<file path="config.mk">
export PLATFORM = sky130hd
export DESIGN_NAME = uds_top
export DESIGN_NICKNAME = d
export VERILOG_FILES = /design/src/core/uds_pkg.sv /design/src/core/uds_baud_if.sv /design/src/core/uds_baud_gen.sv /design/src/core/uds_top.sv
export SDC_FILE = /design/constraint.sdc
export NUM_CORES = 1
export LEC_CHECK = 0
export BUFFER_PORTS_ARGS = -buffer_cell sky130_fd_sc_hd__buf_4
export CAP_MARGIN = 20
export CORE_ASPECT_RATIO = 0.8
export CORE_MARGIN = 2
export CORE_UTILIZATION = 50
export DETAILED_ROUTE_END_ITERATION = 6
export PLACE_DENSITY_LB_ADDON = 0.1
export RECOVER_POWER = 25
export SYNTH_ARGS = -nofsm -noshare
export SYNTH_HDL_FRONTEND = slang
export SYNTH_SLANG_ARGS = --single-unit
</file>
<file path="constraint.sdc">
create_clock -name clk -period 5.5 [get_ports clk]
set_clock_uncertainty 0.1 [all_clocks]
set_input_delay 1.1 -clock clk [delete_from_list [all_inputs] [get_ports clk]]
set_output_delay 1.1 -clock clk [all_outputs]
set_load 0.02 [all_outputs]
</file>
<file path="src/core/uds_pkg.sv">
// constants, register map and types shared by the serial data path
package uds_pkg;

  // ----------------------------------------------------------------
  // register byte addresses
  // ----------------------------------------------------------------
  localparam logic [31:0] ADDR_CFG    = 32'h40064000;
  localparam logic [31:0] ADDR_CTL    = 32'h40064004;
  localparam logic [31:0] ADDR_STAT   = 32'h40064008;
  localparam logic [31:0] ADDR_IESET  = 32'h4006400C;
  localparam logic [31:0] ADDR_IECLR  = 32'h40064010;
  localparam logic [31:0] ADDR_RXDS   = 32'h40064018;
  localparam logic [31:0] ADDR_TXD    = 32'h4006401C;
  localparam logic [31:0] ADDR_BRG    = 32'h40064020;
  localparam logic [31:0] ADDR_MIS    = 32'h40064024;
  localparam logic [31:0] ADDR_FRAC   = 32'h40064030;

  // ----------------------------------------------------------------
  // field positions
  // ----------------------------------------------------------------
  localparam int CFG_EN_BIT   = 0;
  localparam int CFG_LEN_LSB  = 2;
  localparam int CFG_PAR_LSB  = 4;
  localparam int CFG_CTSG_BIT = 9;
  localparam int CTL_HALT_BIT = 6;
  localparam int CHAR_W       = 9;
  localparam int BRG_W        = 16;
  localparam int FRACTION_MULTIPLIER_W       = 8;
  localparam int STAT_W       = 17;
  localparam int RXDS_MISS    = 13;
  localparam int RXDS_PAR     = 14;
  localparam int RXDS_NOISE   = 15;

  localparam int ST_RX_CHAR_AVAILABLE  = 0;
  localparam int ST_TX_HOLDING_FREE  = 2;
  localparam int ST_TX_FULLY_IDLE = 3;
  localparam int ST_CTS    = 5;
  localparam int ST_TX_HALT_CTL  = 6;
  localparam int ST_OVR    = 8;
  localparam int ST_BRK    = 11;
  localparam int ST_START  = 12;
  localparam int ST_FRAME  = 13;
  localparam int ST_PARITY = 14;
  localparam int ST_NOISE  = 15;
  localparam int ST_AUTOBAUD_FAIL_FLAG  = 16;
  localparam logic [STAT_W-1:0] STICKY_MASK = 17'h1F920;

  // ----------------------------------------------------------------
  // bit-cell timing in oversample ticks
  // ----------------------------------------------------------------
  localparam logic [3:0] SMP_A        = 4'h7;
  localparam logic [3:0] SMP_B        = 4'h8;
  localparam logic [3:0] SMP_C        = 4'h9;
  localparam logic [3:0] BIT_LAST     = 4'hF;
  localparam logic [3:0] MIN_LAST_BIT = 4'h6;

  typedef enum logic [2:0] {
    RX_IDLE  = 3'b000,
    RX_START = 3'b001,
    RX_DATA  = 3'b010,
    RX_PAR   = 3'b011,
    RX_STOP  = 3'b100
  } uds_rx_e;

  typedef enum logic [2:0] {
    TX_IDLE  = 3'b000,
    TX_START = 3'b001,
    TX_DATA  = 3'b010,
    TX_PAR   = 3'b011,
    TX_STOP  = 3'b100
  } uds_tx_e;

endpackage : uds_pkg

</file>
<file path="src/core/uds_baud_if.sv">
// rate generator controls and oversample tick between core and divider
`timescale 1ns/100ps
interface uds_baud_if;
  logic                      enable;
  logic [uds_pkg::FRACTION_MULTIPLIER_W-1:0] fraction_multiplier;
  logic [uds_pkg::BRG_W-1:0]  div;
  logic                      tick;

  modport core (output enable, output fraction_multiplier, output div, input tick);
  modport gen  (input enable, input fraction_multiplier, input div, output tick);
endinterface : uds_baud_if

</file>
<file path="src/core/uds_baud_gen.sv">
// fractional clock suppressor followed by the integer baud divider
`timescale 1ns/100ps
module uds_baud_gen
  import uds_pkg::*;
(
  input  wire logic clk,
  input  wire logic nrst,
  uds_baud_if.gen   bi
);

  typedef struct packed {
    logic [FRACTION_MULTIPLIER_W-1:0] acc;
    logic [BRG_W-1:0]  cnt;
    logic              owe;
    logic              tick;
  } uds_bg_s;

  uds_bg_s           s;
  uds_bg_s           next_s;
  logic [FRACTION_MULTIPLIER_W:0]   sum;
  logic              frg_pulse;

  // each accumulator overflow owes one swallowed input clock, paid on the next clock
  assign sum       = {1'b0, s.acc} + {1'b0, bi.fraction_multiplier};
  assign frg_pulse = bi.enable && !s.owe;
  assign bi.tick   = s.tick;

  always_comb begin
    next_s      = s;
    next_s.tick = 1'b0;
    if (!bi.enable) begin
      next_s.acc = '0;
      next_s.owe = 1'b0;
      next_s.cnt = '0;
    end else if (frg_pulse) begin
      next_s.acc = sum[FRACTION_MULTIPLIER_W-1:0];
      next_s.owe = sum[FRACTION_MULTIPLIER_W];
      if (s.cnt == bi.div) begin
        next_s.cnt  = '0;
        next_s.tick = 1'b1;
      end else begin
        next_s.cnt = s.cnt + 16'h0001;
      end
    end else begin
      next_s.owe = 1'b0;
    end
  end

  always_ff @(posedge clk) begin
    if (!nrst) begin
      s <= '0;
    end else begin
      s <= next_s;
    end
  end

  divider_wrap_a: assert property (@(posedge clk) disable iff (!nrst) s.tick |-> s.cnt == '0)
    else $error("divider did not restart after tick");
  pass_through_a: assert property (@(posedge clk) disable iff (!nrst)
      (bi.enable && bi.fraction_multiplier == '0 && bi.div == '0) ##1 (bi.enable && bi.fraction_multiplier == '0 && bi.div == '0)
      |=> s.tick)
    else $error("zero settings did not pass the clock through");

endmodule : uds_baud_gen

</file>
<file path="src/core/uds_top.sv">
// serial data path: receive data with status, transmit data, baud divider, masked status
//
// What this block does
// - next character and its error flags returned together in one 16-bit read
// - reading receive-data-with-status consumes the character and clears ready
// - received character sits in bits 8:0, width set by character length
// - bit 13 set when pending character had no stop bit
// - bit 14 set when pending character failed its parity check
// - bit 15 carries noise indication for the pending character
// - transmit data bits 8:0 move to shifter when free; then accept another
// - send only if transmit halt is 0 and, if gated, clear-to-send low
// - 16-bit divider divides fractional clock by value plus one
// - 16x oversampling, three centred samples per bit for noise detection
// - masked status view shows each status flag gated by its enable
// - start flag bit 12 set on detected start bit
// - clear-to-send change flag bit 5 set on any level change
// - break change flag bit 11 set when break detection toggles
// - masked status bit positions 0,2,3,5,6,8,11,12,13,14,15,16; others reserved zero
// - writing ones to enable-set register sets those enable bits only
// - writing ones to enable-clear register clears those enable bits only
// - fractional stage divides by one plus multiplier over 256 by suppression
`timescale 1ns/100ps
module uds_top
  import uds_pkg::*;
(
  input  wire logic        clk,
  input  wire logic        nrst,
  input  wire logic [31:0] addr,
  input  wire logic [31:0] wdata,
  input  wire logic        wr,
  input  wire logic        rd,
  output logic      [31:0] rdata,
  input  wire logic        rxd,
  output logic             txd,
  input  wire logic        cts_n,
  output logic             irq
);

  // ----------------------------------------------------------------
  // state
  // ----------------------------------------------------------------
  typedef struct packed {
    logic [1:0]        rx_sync;
    logic [1:0]        cts_sync;
    logic              cts_prev;
    uds_rx_e           rx_st;
    logic [3:0]        rx_tick;
    logic [3:0]        rx_bit;
    logic [CHAR_W-1:0] rx_shift;
    logic [1:0]        rx_smp;
    logic              rx_noisy;
    logic              rx_par;
    logic [CHAR_W-1:0] rx_char;
    logic              miss_stop;
    logic              par_fail;
    logic              noise;
    logic              avail;
    logic              brk;
    uds_tx_e           tx_st;
    logic [3:0]        tx_tick;
    logic [3:0]        tx_bit;
    logic [CHAR_W-1:0] tx_hold;
    logic              hold_full;
    logic [CHAR_W-1:0] tx_shift;
    logic              tx_par;
    logic              txd;
    logic              enable;
    logic [1:0]        len;
    logic [1:0]        par_mode;
    logic              cts_gate;
    logic              halt;
    logic [BRG_W-1:0]  baud_divider;
    logic [FRACTION_MULTIPLIER_W-1:0] fraction_multiplier;
    logic [STAT_W-1:0] inten;
    logic [STAT_W-1:0] sticky;
    logic [31:0]       rdata;
  } uds_core_s;

  uds_core_s         s;
  uds_core_s         next_s;
  logic              line;
  logic              maj_bit;
  logic              all_same;
  logic [3:0]        last_bit;
  logic              rx_done;
  logic              tx_go;
  logic [STAT_W-1:0] set_ev;
  logic [STAT_W-1:0] clr_ev;
  logic [STAT_W-1:0] stat;
  logic [STAT_W-1:0] masked;

  uds_baud_if bi ();

  uds_baud_gen uds_baud_gen_inst (
    .clk  (clk),
    .nrst (nrst),
    .bi   (bi)
  );

  assign bi.enable = s.enable;
  assign bi.fraction_multiplier   = s.fraction_multiplier;
  assign bi.div    = s.baud_divider;

  // ----------------------------------------------------------------
  // status views
  // ----------------------------------------------------------------
  assign line     = s.rx_sync[1];
  assign maj_bit  = (s.rx_smp[1] & s.rx_smp[0]) | (s.rx_smp[1] & line) | (s.rx_smp[0] & line);
  assign all_same = (s.rx_smp[1] == s.rx_smp[0]) && (s.rx_smp[0] == line);
  assign last_bit = MIN_LAST_BIT + {2'b00, s.len};

  always_comb begin
    stat            = s.sticky & STICKY_MASK;
    stat[ST_RX_CHAR_AVAILABLE]  = s.avail;
    stat[ST_TX_HOLDING_FREE]  = !s.hold_full;
    stat[ST_TX_FULLY_IDLE] = (s.tx_st == TX_IDLE) && !s.hold_full;
    stat[ST_TX_HALT_CTL]  = s.halt && (s.tx_st == TX_IDLE);
  end

  assign masked = stat & s.inten;
  assign irq    = |masked;
  assign rdata  = s.rdata;
  assign txd    = s.txd;
  assign tx_go  = (s.tx_st == TX_IDLE) && s.hold_full && s.enable && !s.halt
                  && (!s.cts_gate || !s.cts_sync[1]);

  // ----------------------------------------------------------------
  // next state
  // ----------------------------------------------------------------
  always_comb begin
    next_s          = s;
    set_ev          = '0;
    clr_ev          = '0;
    rx_done         = 1'b0;
    next_s.rdata    = '0;
    next_s.rx_sync  = {s.rx_sync[0], rxd};
    next_s.cts_sync = {s.cts_sync[0], cts_n};
    next_s.cts_prev = s.cts_sync[1];
    if (s.cts_sync[1] != s.cts_prev) begin
      set_ev[ST_CTS] = 1'b1;
    end

    if (wr) begin
      case (addr)
        ADDR_CFG: begin
          next_s.enable   = wdata[CFG_EN_BIT];
          next_s.len      = wdata[CFG_LEN_LSB +: 2];
          next_s.par_mode = wdata[CFG_PAR_LSB +: 2];
          next_s.cts_gate = wdata[CFG_CTSG_BIT];
        end
        ADDR_CTL:   next_s.halt  = wdata[CTL_HALT_BIT];
        ADDR_BRG:   next_s.baud_divider   = wdata[BRG_W-1:0];
        ADDR_FRAC:  next_s.fraction_multiplier  = wdata[FRACTION_MULTIPLIER_W-1:0];
        ADDR_IESET: next_s.inten = s.inten | wdata[STAT_W-1:0];
        ADDR_IECLR: next_s.inten = s.inten & ~wdata[STAT_W-1:0];
        ADDR_STAT:  clr_ev       = wdata[STAT_W-1:0] & STICKY_MASK;
        ADDR_TXD: begin
          // a write while the holding register is full is dropped
          if (!s.hold_full) begin
            next_s.tx_hold   = wdata[CHAR_W-1:0];
            next_s.hold_full = 1'b1;
          end
        end
        default: ;
      endcase
    end

    if (rd) begin
      case (addr)
        ADDR_RXDS: begin
          next_s.rdata = {16'h0000, s.noise, s.par_fail, s.miss_stop, 4'h0, s.rx_char};
          next_s.avail = 1'b0;
        end
        ADDR_CFG:   next_s.rdata = {22'h000000, s.cts_gate, 3'h0, s.par_mode, s.len, 1'b0, s.enable};
        ADDR_CTL:   next_s.rdata = {25'h0000000, s.halt, 6'h00};
        ADDR_STAT:  next_s.rdata = {15'h0000, stat};
        ADDR_IESET: next_s.rdata = {15'h0000, s.inten};
        ADDR_BRG:   next_s.rdata = {16'h0000, s.baud_divider};
        ADDR_MIS:   next_s.rdata = {15'h0000, masked};
        ADDR_FRAC:  next_s.rdata = {24'h000000, s.fraction_multiplier};
        default:    next_s.rdata = '0;
      endcase
    end

    // receiver: start on low line, three samples centred in each cell
    if (!s.enable) begin
      next_s.rx_st = RX_IDLE;
    end else if (s.rx_st == RX_IDLE) begin
      // a held break must end before a new start is accepted
      if (!line && !s.brk) begin
        next_s.rx_st    = RX_START;
        next_s.rx_tick  = '0;
        next_s.rx_bit   = '0;
        next_s.rx_shift = '0;
        next_s.rx_par   = 1'b0;
        next_s.rx_noisy = 1'b0;
        set_ev[ST_START] = 1'b1;
      end
    end else if (bi.tick) begin
      next_s.rx_tick = s.rx_tick + 4'h1;
      if (s.rx_tick == SMP_A || s.rx_tick == SMP_B) begin
        next_s.rx_smp = {s.rx_smp[0], line};
      end
      if (s.rx_tick == SMP_C) begin
        next_s.rx_noisy = s.rx_noisy | !all_same;
        case (s.rx_st)
          RX_START: begin
            if (maj_bit) begin
              next_s.rx_st = RX_IDLE;
            end
          end
          RX_DATA: begin
            next_s.rx_shift[s.rx_bit] = maj_bit;
            next_s.rx_par             = s.rx_par ^ maj_bit;
          end
          RX_PAR:  next_s.rx_par = s.rx_par ^ maj_bit;
          RX_STOP: begin
            rx_done      = 1'b1;
            next_s.rx_st = RX_IDLE;
          end
          default: next_s.rx_st = RX_IDLE;
        endcase
      end
      if (s.rx_tick == BIT_LAST) begin
        case (s.rx_st)
          RX_START: next_s.rx_st = RX_DATA;
          RX_DATA: begin
            if (s.rx_bit == last_bit) begin
              next_s.rx_st = s.par_mode[1] ? RX_PAR : RX_STOP;
            end else begin
              next_s.rx_bit = s.rx_bit + 4'h1;
            end
          end
          RX_PAR:  next_s.rx_st = RX_STOP;
          default: next_s.rx_st = RX_IDLE;
        endcase
      end
    end

    if (rx_done) begin
      if (!maj_bit) begin
        set_ev[ST_FRAME] = 1'b1;
      end
      if (s.par_mode[1] && (s.rx_par ^ s.par_mode[0])) begin
        set_ev[ST_PARITY] = 1'b1;
      end
      if (next_s.rx_noisy) begin
        set_ev[ST_NOISE] = 1'b1;
      end
      if (!maj_bit && s.rx_shift == '0) begin
        next_s.brk = 1'b1;
      end
      // an unread character is kept; the newcomer is lost
      if (next_s.avail) begin
        set_ev[ST_OVR] = 1'b1;
      end else begin
        next_s.rx_char   = s.rx_shift;
        next_s.miss_stop = !maj_bit;
        next_s.par_fail  = s.par_mode[1] & (s.rx_par ^ s.par_mode[0]);
        next_s.noise     = next_s.rx_noisy;
        next_s.avail     = 1'b1;
      end
    end else if (s.brk && line) begin
      next_s.brk = 1'b0;
    end
    if (next_s.brk != s.brk) begin
      set_ev[ST_BRK] = 1'b1;
    end

    // transmitter: one bit cell per sixteen ticks
    if (!s.enable) begin
      next_s.tx_st = TX_IDLE;
      next_s.txd   = 1'b1;
    end else if (tx_go) begin
      next_s.tx_shift  = s.tx_hold;
      next_s.hold_full = 1'b0;
      next_s.tx_st     = TX_START;
      next_s.tx_tick   = '0;
      next_s.tx_bit    = '0;
      next_s.tx_par    = s.par_mode[0];
      next_s.txd       = 1'b0;
    end else if (bi.tick && s.tx_st != TX_IDLE) begin
      next_s.tx_tick = s.tx_tick + 4'h1;
      if (s.tx_tick == BIT_LAST) begin
        case (s.tx_st)
          TX_START: begin
            next_s.tx_st = TX_DATA;
            next_s.txd   = s.tx_shift[0];
          end
          TX_DATA: begin
            next_s.tx_par   = s.tx_par ^ s.tx_shift[0];
            next_s.tx_shift = s.tx_shift >> 1;
            if (s.tx_bit == last_bit) begin
              next_s.tx_st = s.par_mode[1] ? TX_PAR : TX_STOP;
              next_s.txd   = s.par_mode[1] ? (s.tx_par ^ s.tx_shift[0]) : 1'b1;
            end else begin
              next_s.tx_bit = s.tx_bit + 4'h1;
              next_s.txd    = s.tx_shift[1];
            end
          end
          TX_PAR: begin
            next_s.tx_st = TX_STOP;
            next_s.txd   = 1'b1;
          end
          default: begin
            next_s.tx_st = TX_IDLE;
            next_s.txd   = 1'b1;
          end
        endcase
      end
    end

    // a new event outlasts a same-cycle clear
    next_s.sticky = ((s.sticky & ~clr_ev) | set_ev) & STICKY_MASK;
  end

  always_ff @(posedge clk) begin
    if (!nrst) begin
      // synchronisers start at the idle line levels so no false edge follows reset
      s          <= '0;
      s.txd      <= 1'b1;
      s.rx_sync  <= 2'h3;
      s.cts_sync <= 2'h3;
      s.cts_prev <= 1'b1;
    end else begin
      s <= next_s;
    end
  end

  // ----------------------------------------------------------------
  // checks
  // ----------------------------------------------------------------
  consume_read_a: assert property (@(posedge clk) disable iff (!nrst)
      (rd && addr == ADDR_RXDS && !rx_done) |=> !s.avail)
    else $error("read of receive data did not consume character");
  status_read_a: assert property (@(posedge clk) disable iff (!nrst)
      (rd && addr == ADDR_RXDS) |=> (rdata[RXDS_MISS] == $past(s.miss_stop)
      && rdata[RXDS_NOISE] == $past(s.noise) && rdata[CHAR_W-1:0] == $past(s.rx_char)))
    else $error("receive status read returned wrong fields");
  tx_gate_a: assert property (@(posedge clk) disable iff (!nrst)
      (s.tx_st == TX_IDLE && next_s.tx_st == TX_START) |-> (!s.halt && (!s.cts_gate || !s.cts_sync[1])))
    else $error("transmit started while blocked");
  enable_set_a: assert property (@(posedge clk) disable iff (!nrst)
      (wr && addr == ADDR_IESET) |=> (s.inten == ($past(s.inten) | $past(wdata[STAT_W-1:0]))))
    else $error("enable set write wrong");
  enable_clear_a: assert property (@(posedge clk) disable iff (!nrst)
      (wr && addr == ADDR_IECLR) |=> (s.inten & $past(wdata[STAT_W-1:0])) == '0)
    else $error("enable clear write left bits set");
  cts_change_a: assert property (@(posedge clk) disable iff (!nrst)
      $changed(s.cts_sync[1]) |=> s.sticky[ST_CTS])
    else $error("clear-to-send change not flagged");
  start_flag_a: assert property (@(posedge clk) disable iff (!nrst)
      (s.rx_st == RX_IDLE && next_s.rx_st == RX_START) |=> s.sticky[ST_START])
    else $error("start detect not flagged");
  set_wins_a: assert property (@(posedge clk) disable iff (!nrst)
      (set_ev[ST_OVR] && clr_ev[ST_OVR]) |=> s.sticky[ST_OVR])
    else $error("overrun lost to clear");
  masked_read_a: assert property (@(posedge clk) disable iff (!nrst)
      (rd && addr == ADDR_MIS) |=> (rdata[31:STAT_W] == '0 && rdata[1] == 1'b0
      && rdata[STAT_W-1:0] == ($past(stat) & $past(s.inten))))
    else $error("masked status read wrong");
  irq_level_a: assert property (@(posedge clk) disable iff (!nrst)
      (s.inten[ST_TX_HOLDING_FREE] && !s.hold_full) |-> irq)
    else $error("interrupt low with enabled flag set");

endmodule : uds_top

</file>
==> results of run 1 <==
-- how the worst min path moves through the flow --
stage | from | cells after the start | endpoint
2_1_floorplan | next_s[171] | 1 | line
3_3_place_gp | next_s[169] | 1 | next_s[167]
3_5_place_dp | next_s[171] | 1 | line
4_1_cts | next_s[171] | 1 | line
5_1_grt | next_s[171] | 1 | line
6_report | next_s[171] | 1 | line
-- registers in the layout, indices dropped and copies added, names as in the netlist, named ones only --
register                   cells
s                             84
uds_baud_gen_inst.s           25
txd                            1
uds_baud_gen_inst.bi.tick      1
bi.div                        16
bi.enable                      1
next_s                         3
line                           1
rdata                         17
bi.fraction_multiplier         8
-- cells in the final DEF, fill, tap and decap left out, drive strengths merged, types with 13 or more instances in the layout --
cell type | Yosys | layout
dfxtp | 174 | 174
nand2 | 124 | 124
nor2 | 117 | 117
a21oi | 85 | 85
buf | 46 | 62
o21ai | 48 | 48
clkbuf | 39 | 40
nand3 | 37 | 37
mux2i | 33 | 33
inv | 23 | 28
xor2 | 25 | 25
a211oi | 23 | 23
xnor2 | 21 | 21
ha | 20 | 20
a21o | 19 | 19
a31oi | 16 | 16
nand4 | 15 | 15
conb | 1 | 15
nor3 | 15 | 15
nor4 | 14 | 14
a222oi | 13 | 13
-- through the flow --
step,hold WS [ns],total power [W],instances
floorplan,0.286,0.00134,1022
global placement,0.295,0.00138,1240
detailed placement,0.294,0.00138,1240
CTS,0.311,0.00256,1272
global route,0.325,0.00263,1272
finish,0.308,0.00255,1272
-- cells by family (layout without fill, tap and decap cells) --
group	Yosys count	after routing	synth area share [%]
flip-flops	174	174	41.3
buffers and inverters	108	138	6.53
AND/OR/NAND/NOR	381	381	21.5
XOR/XNOR	46	46	4.77
adder cells (fa/ha/maj)	21	21	3.20
multiplexers	41	41	4.98
AO/OA/AOI/OAI	236	236	17.7
other	1	15	0.0444
-- layer usage --
layer	global-route usage (%)	wire, um	vias to the layer above
met2	39.1	9740	228
met4	6.37	296	0
met3	5.43	1510	25
met5	0	0	-
met1	36.4	10600	3484
li1	-	-	3585
-- power by group through the flow --
stage                     registers [W]  clock network, W   logic, W
after global routing            0.00126           0.00127  0.0000967
after detailed placement        0.00129                 0  0.0000898
final                           0.00126           0.00120  0.0000903
after global placement          0.00129                 0  0.0000894
after CTS                       0.00126           0.00121  0.0000901
after floorplan                 0.00129                 0  0.0000479
-- final cells by class --
| type | count | area, um^2 |
|---|---|---|
| tap | 220 | 275 |
| clock inverter | 13 | 129 |
| inverter | 23 | 86.3 |
| multi-input combinational | 740 | 4460 |
| clock buffer | 19 | 453 |
| sequential | 174 | 3480 |
| fill | 1559 | 7120 |
| timing repair buffer | 83 | 546 |
-- worst max-delay path: stages --
cell and delay (ns):
sky130_fd_sc_hd__clkbuf_1 1.59, sky130_fd_sc_hd__inv_2 0.05, sky130_fd_sc_hd__clkbuf_2 0.98, sky130_fd_sc_hd__o41ai_1 0.60
==> results.toml, run 1 <==
[logic_synthesis]
synthesized_instance_count = 1008
yosys.area.top_type_share_pct = 41.3
synth-seq-cells = 174
netlist_top_cells_count = "sky130_fd_sc_hd__dfxtp_1, sky130_fd_sc_hd__nand2_1, sky130_fd_sc_hd__nor2_1"
syn_area_um2 = 8440
synth.top_cells.by_area = "sky130_fd_sc_hd__dfxtp_1, sky130_fd_sc_hd__nand2_1, sky130_fd_sc_hd__nor2_1"
synth.yosys.seq_area_share_pct = 41.3
synth_edf_count = 0
synth_ff_type = "sky130_fd_sc_hd__dfxtp_1"
yosysTopAreaCell = "sky130_fd_sc_hd__dfxtp_1"
syn_area_per_cell_um2 = 8.38
synth_warnings = 0
synth_most_common_cell = "sky130_fd_sc_hd__dfxtp_1"
async_flop_share_pct = 0
ys_types = 67

[clock_network]
clock_path_buffers = 2
cts_tree = "done"
numClockSinks = 174
clk_transition_reported_paths_ns = 0.07
clk-insertion-delay-late_ns = 0.43
library_cell_used_as_clock_root_buffer = "sky130_fd_sc_hd__clkbuf_16"
cts_hold_buf = 0
cts-htree-levels = 4
numCtsBuffers = 17
cts_setup_buffers = 0
ctsResizeCount = 0

[timing]
rsz0062_at_grt = "no"
layout_setup_ws_ns = 1.32
tns_ns = 0
final_setup_vio_count = 0
timing_hold_violations_final = 0
finalWorstPathRequiredPeriod_ns = 4.18
timing.slew.headroom_pct = -52.0
worstMarginPinSlew_ns = 2.28
timing.fmax_mhz = 239
timing_max_transition_violations_final = 127
final.period_utilization_pct = 76.0

[placed_design]
place_worst_setup_slack_ns = 1.33
globalplace.congestion = 0.813
post_dp_cell_area_um2 = 8930
dpl.hpwl_mm = 15.4
numPortBuffers = 73

[drt]
vias = 7322
drt_drc_violations_left = 0
detail_route.wl_per_cell_um = 17.4
dr.first_iter.drc_count = 537
route.antenna.remaining_nets = 0
vias_per_cell = 5.76
routed_wirelength_mm = 22.2
first_pass_iters = 7

[hold_path]
holdCritPathClass = "register to register"

[floorplan]
floorplan.rows = 42
core_area_um2 = 16600
floorplan.die_area_um2 = 18000
dieHeight_um = 120
boundaryPins = 104
starting_density_of_the_core_pct = 51.0
fp.dieW_um = 149

[grt]
remaining_overflow_grt = 0
global_route_wire_length_before_repair_mm = 35.7
grt_pass1_vias = 6695
antenna_found_initial = 0
grt_max_degree = 81
globalRouteTotalUtil_pct = 25.4

[pwr]
p_sw_share_pct = 23.6
cellInternalPower_w = 0.00195
power.share.combinational_pct = 3.5
netSwitchingPower_w = 0.000602
pwr_density_cell_nw_per_um2 = 271
peakVddDrop_v = 0.000193
pwr-share-seq_pct = 49.4
power_frac_clock_pct = 47.0
total_leakage_power_nw = 3.40

[critical_path]
critical_path.endpoint = "s[98]"
path_class = "input pin to register"
worst_ep_arrival_time_ns = 4.40
r2r_start = "uds_baud_gen_inst.bi.tick"
timing.critical_path.from = "nrst"
worst_r2r_endpoint = "s[155]"
crit_fanout = 80
timing.critical_path.required_ns = 5.72
critPathLaunchType = "input pin"
timing.reg2reg.worst_path_depth = 6
worst_setup_end_kind = "register"
rrSetupSlack_ns = 2.79

[finish]
fin_nets = 1130
area_delta_synth_final_pct = 11.7
finish.utilization_pct = 57.0
proportion_of_layout_cells_with_a_drive_suffix_above_1_pct = 11.2
antenna_cells = 0
cell_area_after_layout_um2 = 9430

[job]
drv_cap = 2

[outcome]
run_status = "complete, but fails checks"
violations = "capacitance limit, slew limit"
(Power assumes the default switching activity.)
==> run 2, diff against run 1 <==
==> constraint.sdc (replaced) <==
create_clock -name clk -period 4.1 [get_ports clk]
set_clock_uncertainty 0.1 [all_clocks]
set_input_delay 0.82 -clock clk [delete_from_list [all_inputs] [get_ports clk]]
set_output_delay 0.82 -clock clk [all_outputs]
set_load 0.02 [all_outputs]
==> run 2 against run 1 <==
  * The flow still finishes with violations (capacitance limit, slew limit)
  * Global-route usage increased by 0.33 points
  * Combinational power is 34% higher
  * Clock power rose by 48%
  * Core utilization is 0.72 points higher
  * Critical path depth up 3
  * Critical path type is now register to register
  * Largest power group is now clock
  * Highest routed layer unchanged
==> results.toml, run 2 (synthesis gave the netlist of run 1 again) <==
[timing]
rsz0062_at_grt = "no"
layout_setup_ws_ns = 0.885
timing.slew.headroom_pct = -17.6
timing.fmax_mhz = 311
tns_ns = 0
final_setup_vio_count = 0
finalWorstPathRequiredPeriod_ns = 3.22
final.period_utilization_pct = 78.4
timing_hold_violations_final = 0
worstMarginPinSlew_ns = 1.76
timing_max_transition_violations_final = 118

[drt]
routed_wirelength_mm = 22.5
detail_route.wl_per_cell_um = 17.6
route.antenna.remaining_nets = 0
vias_per_cell = 5.75
met2_length_mm = 9.86
drt_drc_violations_left = 0
dr.max_layer_used = "met4"
vias = 7355
first_pass_iters = 6
wl_met3_mm = 1.44
dr.first_iter.drc_count = 537
detail_route.wirelength.met1_mm = 10.8

[placed_design]
place_worst_setup_slack_ns = 0.831
numPortBuffers = 73
globalplace.congestion = 0.843
dpl.hpwl_mm = 15.8
placed_cells = 1247

[grt]
global_route_wire_length_before_repair_mm = 35.7
antenna_found_initial = 0
globalRouteTotalUtil_pct = 25.7
grt_pass1_vias = 6645
grt_max_degree = 81
remaining_overflow_grt = 0

[floorplan]
dieHeight_um = 120
floorplan.rows = 42
floorplan.die_area_um2 = 18000
core_area_um2 = 16600
boundaryPins = 104
starting_density_of_the_core_pct = 51.0
fp.dieW_um = 149

[critical_path]
worst_path_largest_cell_delay_ns = 0.93
worst_ep_arrival_time_ns = 3.42
cpMostUsedCell = "sky130_fd_sc_hd__a211oi_1"
timing.critical_path.slowest_stage_cell = "sky130_fd_sc_hd__clkbuf_1"
critPathBufInv = 1
critPathLaunchType = "register"
timing.critical_path.max_delay_family = "simple AND/OR/NAND/NOR gates"
worstPathCellList = "or3_1, a211oi_1, clkbuf_1, o21ai_2, nor2_4, nor2_1, a211oi_1"
timing.critical_path.required_ns = 4.31
path_class = "register to register"
worst_setup_end_kind = "register"
crit_fanout = 21

[finish]
multi_input_comb_area_um2 = 4450
largest_reg_flops = 84
max_flop_register = "s"
most-common-layout-cells = "sky130_fd_sc_hd__dfxtp_1, sky130_fd_sc_hd__nand2_1, sky130_fd_sc_hd__nor2_1"
layout.cells.most_common = "sky130_fd_sc_hd__dfxtp_1"
fin_nets = 1137
antenna_cells = 0
instances_no_fill = 1279
regArea_um2 = 3480
area_delta_synth_final_pct = 13.1
proportion_of_layout_cells_with_a_drive_suffix_above_1_pct = 11.2
finish.utilization_pct = 57.7
filler_cell_count = 1562

[pwr]
total_leakage_power_nw = 3.46
pwr_density_cell_nw_per_um2 = 376
peakVddDrop_v = 0.000262

[clock_network]
numCtsBuffers = 17
ctsResizeCount = 0
clk-insertion-delay-late_ns = 0.43
cts_setup_buffers = 0
numClockSinks = 174
clock_path_buffers = 2
cts_tree = "done"
library_cell_used_as_clock_root_buffer = "sky130_fd_sc_hd__clkbuf_16"
clk_transition_reported_paths_ns = 0.07
cts-htree-levels = 4
cts_hold_buf = 0

[hold_path]
holdCritPathClass = "register to register"

[outcome]
run_status = "complete, but fails checks"
violations = "capacitance limit, slew limit"

[job]
drv_cap = 2
run 2: cell types whose count changed in the layout (fill, tap and decap cells not counted), sizes merged:
cell / previous run / this run
bufinv: 1 / 4
clkbuf: 40 / 46
clkinvlp: 2 / 4
inv: 28 / 22
buf: 62 / 67
clkinv: 5 / 2
run 2: layer usage:
layer / up-vias / global-route usage, %
met5: - / 0
met4: 0 / 7.08
met3: 26 / 5.40
met2: 218 / 38.1
met1: 3512 / 37.9
li1: 3599 / -
run 2: per-stage QoR:
stage	hold slack [ns]	power [W]	area, um^2
finish	0.308	0.00360	9550
global route	0.329	0.00370	9550
CTS	0.311	0.00362	9650
detailed placement	0.297	0.00185	8990
global placement	0.296	0.00185	8990
floorplan	0.286	0.00180	8500
run 2: layout make-up:
| type | count | area share (%) |
|---|---|---|
| multi-input cells | 740 | 46.6 |
| repair buffers | 90 | 6.31 |
| inverters | 23 | 0.904 |
| flip-flops and latches | 174 | 36.5 |
| clock inverters | 9 | 1.62 |
| clock buffers | 23 | 5.21 |
| well taps | 220 | 2.88 |
run 2: path summary, 6_finish.rpt:
kind              slack (ns)     endpoint  depth (start not counted)        start
setup / recovery        0.88       s[106]                          7       s[127]
hold / removal          0.31  next_s[167]                          1  next_s[169]
setup reg to reg        0.88       s[106]                          7       s[127]
hold reg to reg         0.31  next_s[167]                          1  next_s[169]
run 2: worst register-to-register path: stages, from the launching register on:
cell and delay (ns):
sky130_fd_sc_hd__dfxtp_1 0.36, sky130_fd_sc_hd__or3_1 0.46, sky130_fd_sc_hd__a211oi_1 0.23, sky130_fd_sc_hd__clkbuf_1 0.93
sky130_fd_sc_hd__o21ai_2 0.34, sky130_fd_sc_hd__nor2_4 0.39, sky130_fd_sc_hd__nor2_1 0.08, sky130_fd_sc_hd__a211oi_1 0.21
run 2: power breakdown:
part           switching (W)  internal (W)
clock network       0.000679       0.00110
logic              0.0000762     0.0000445
registers         0.00000251       0.00169
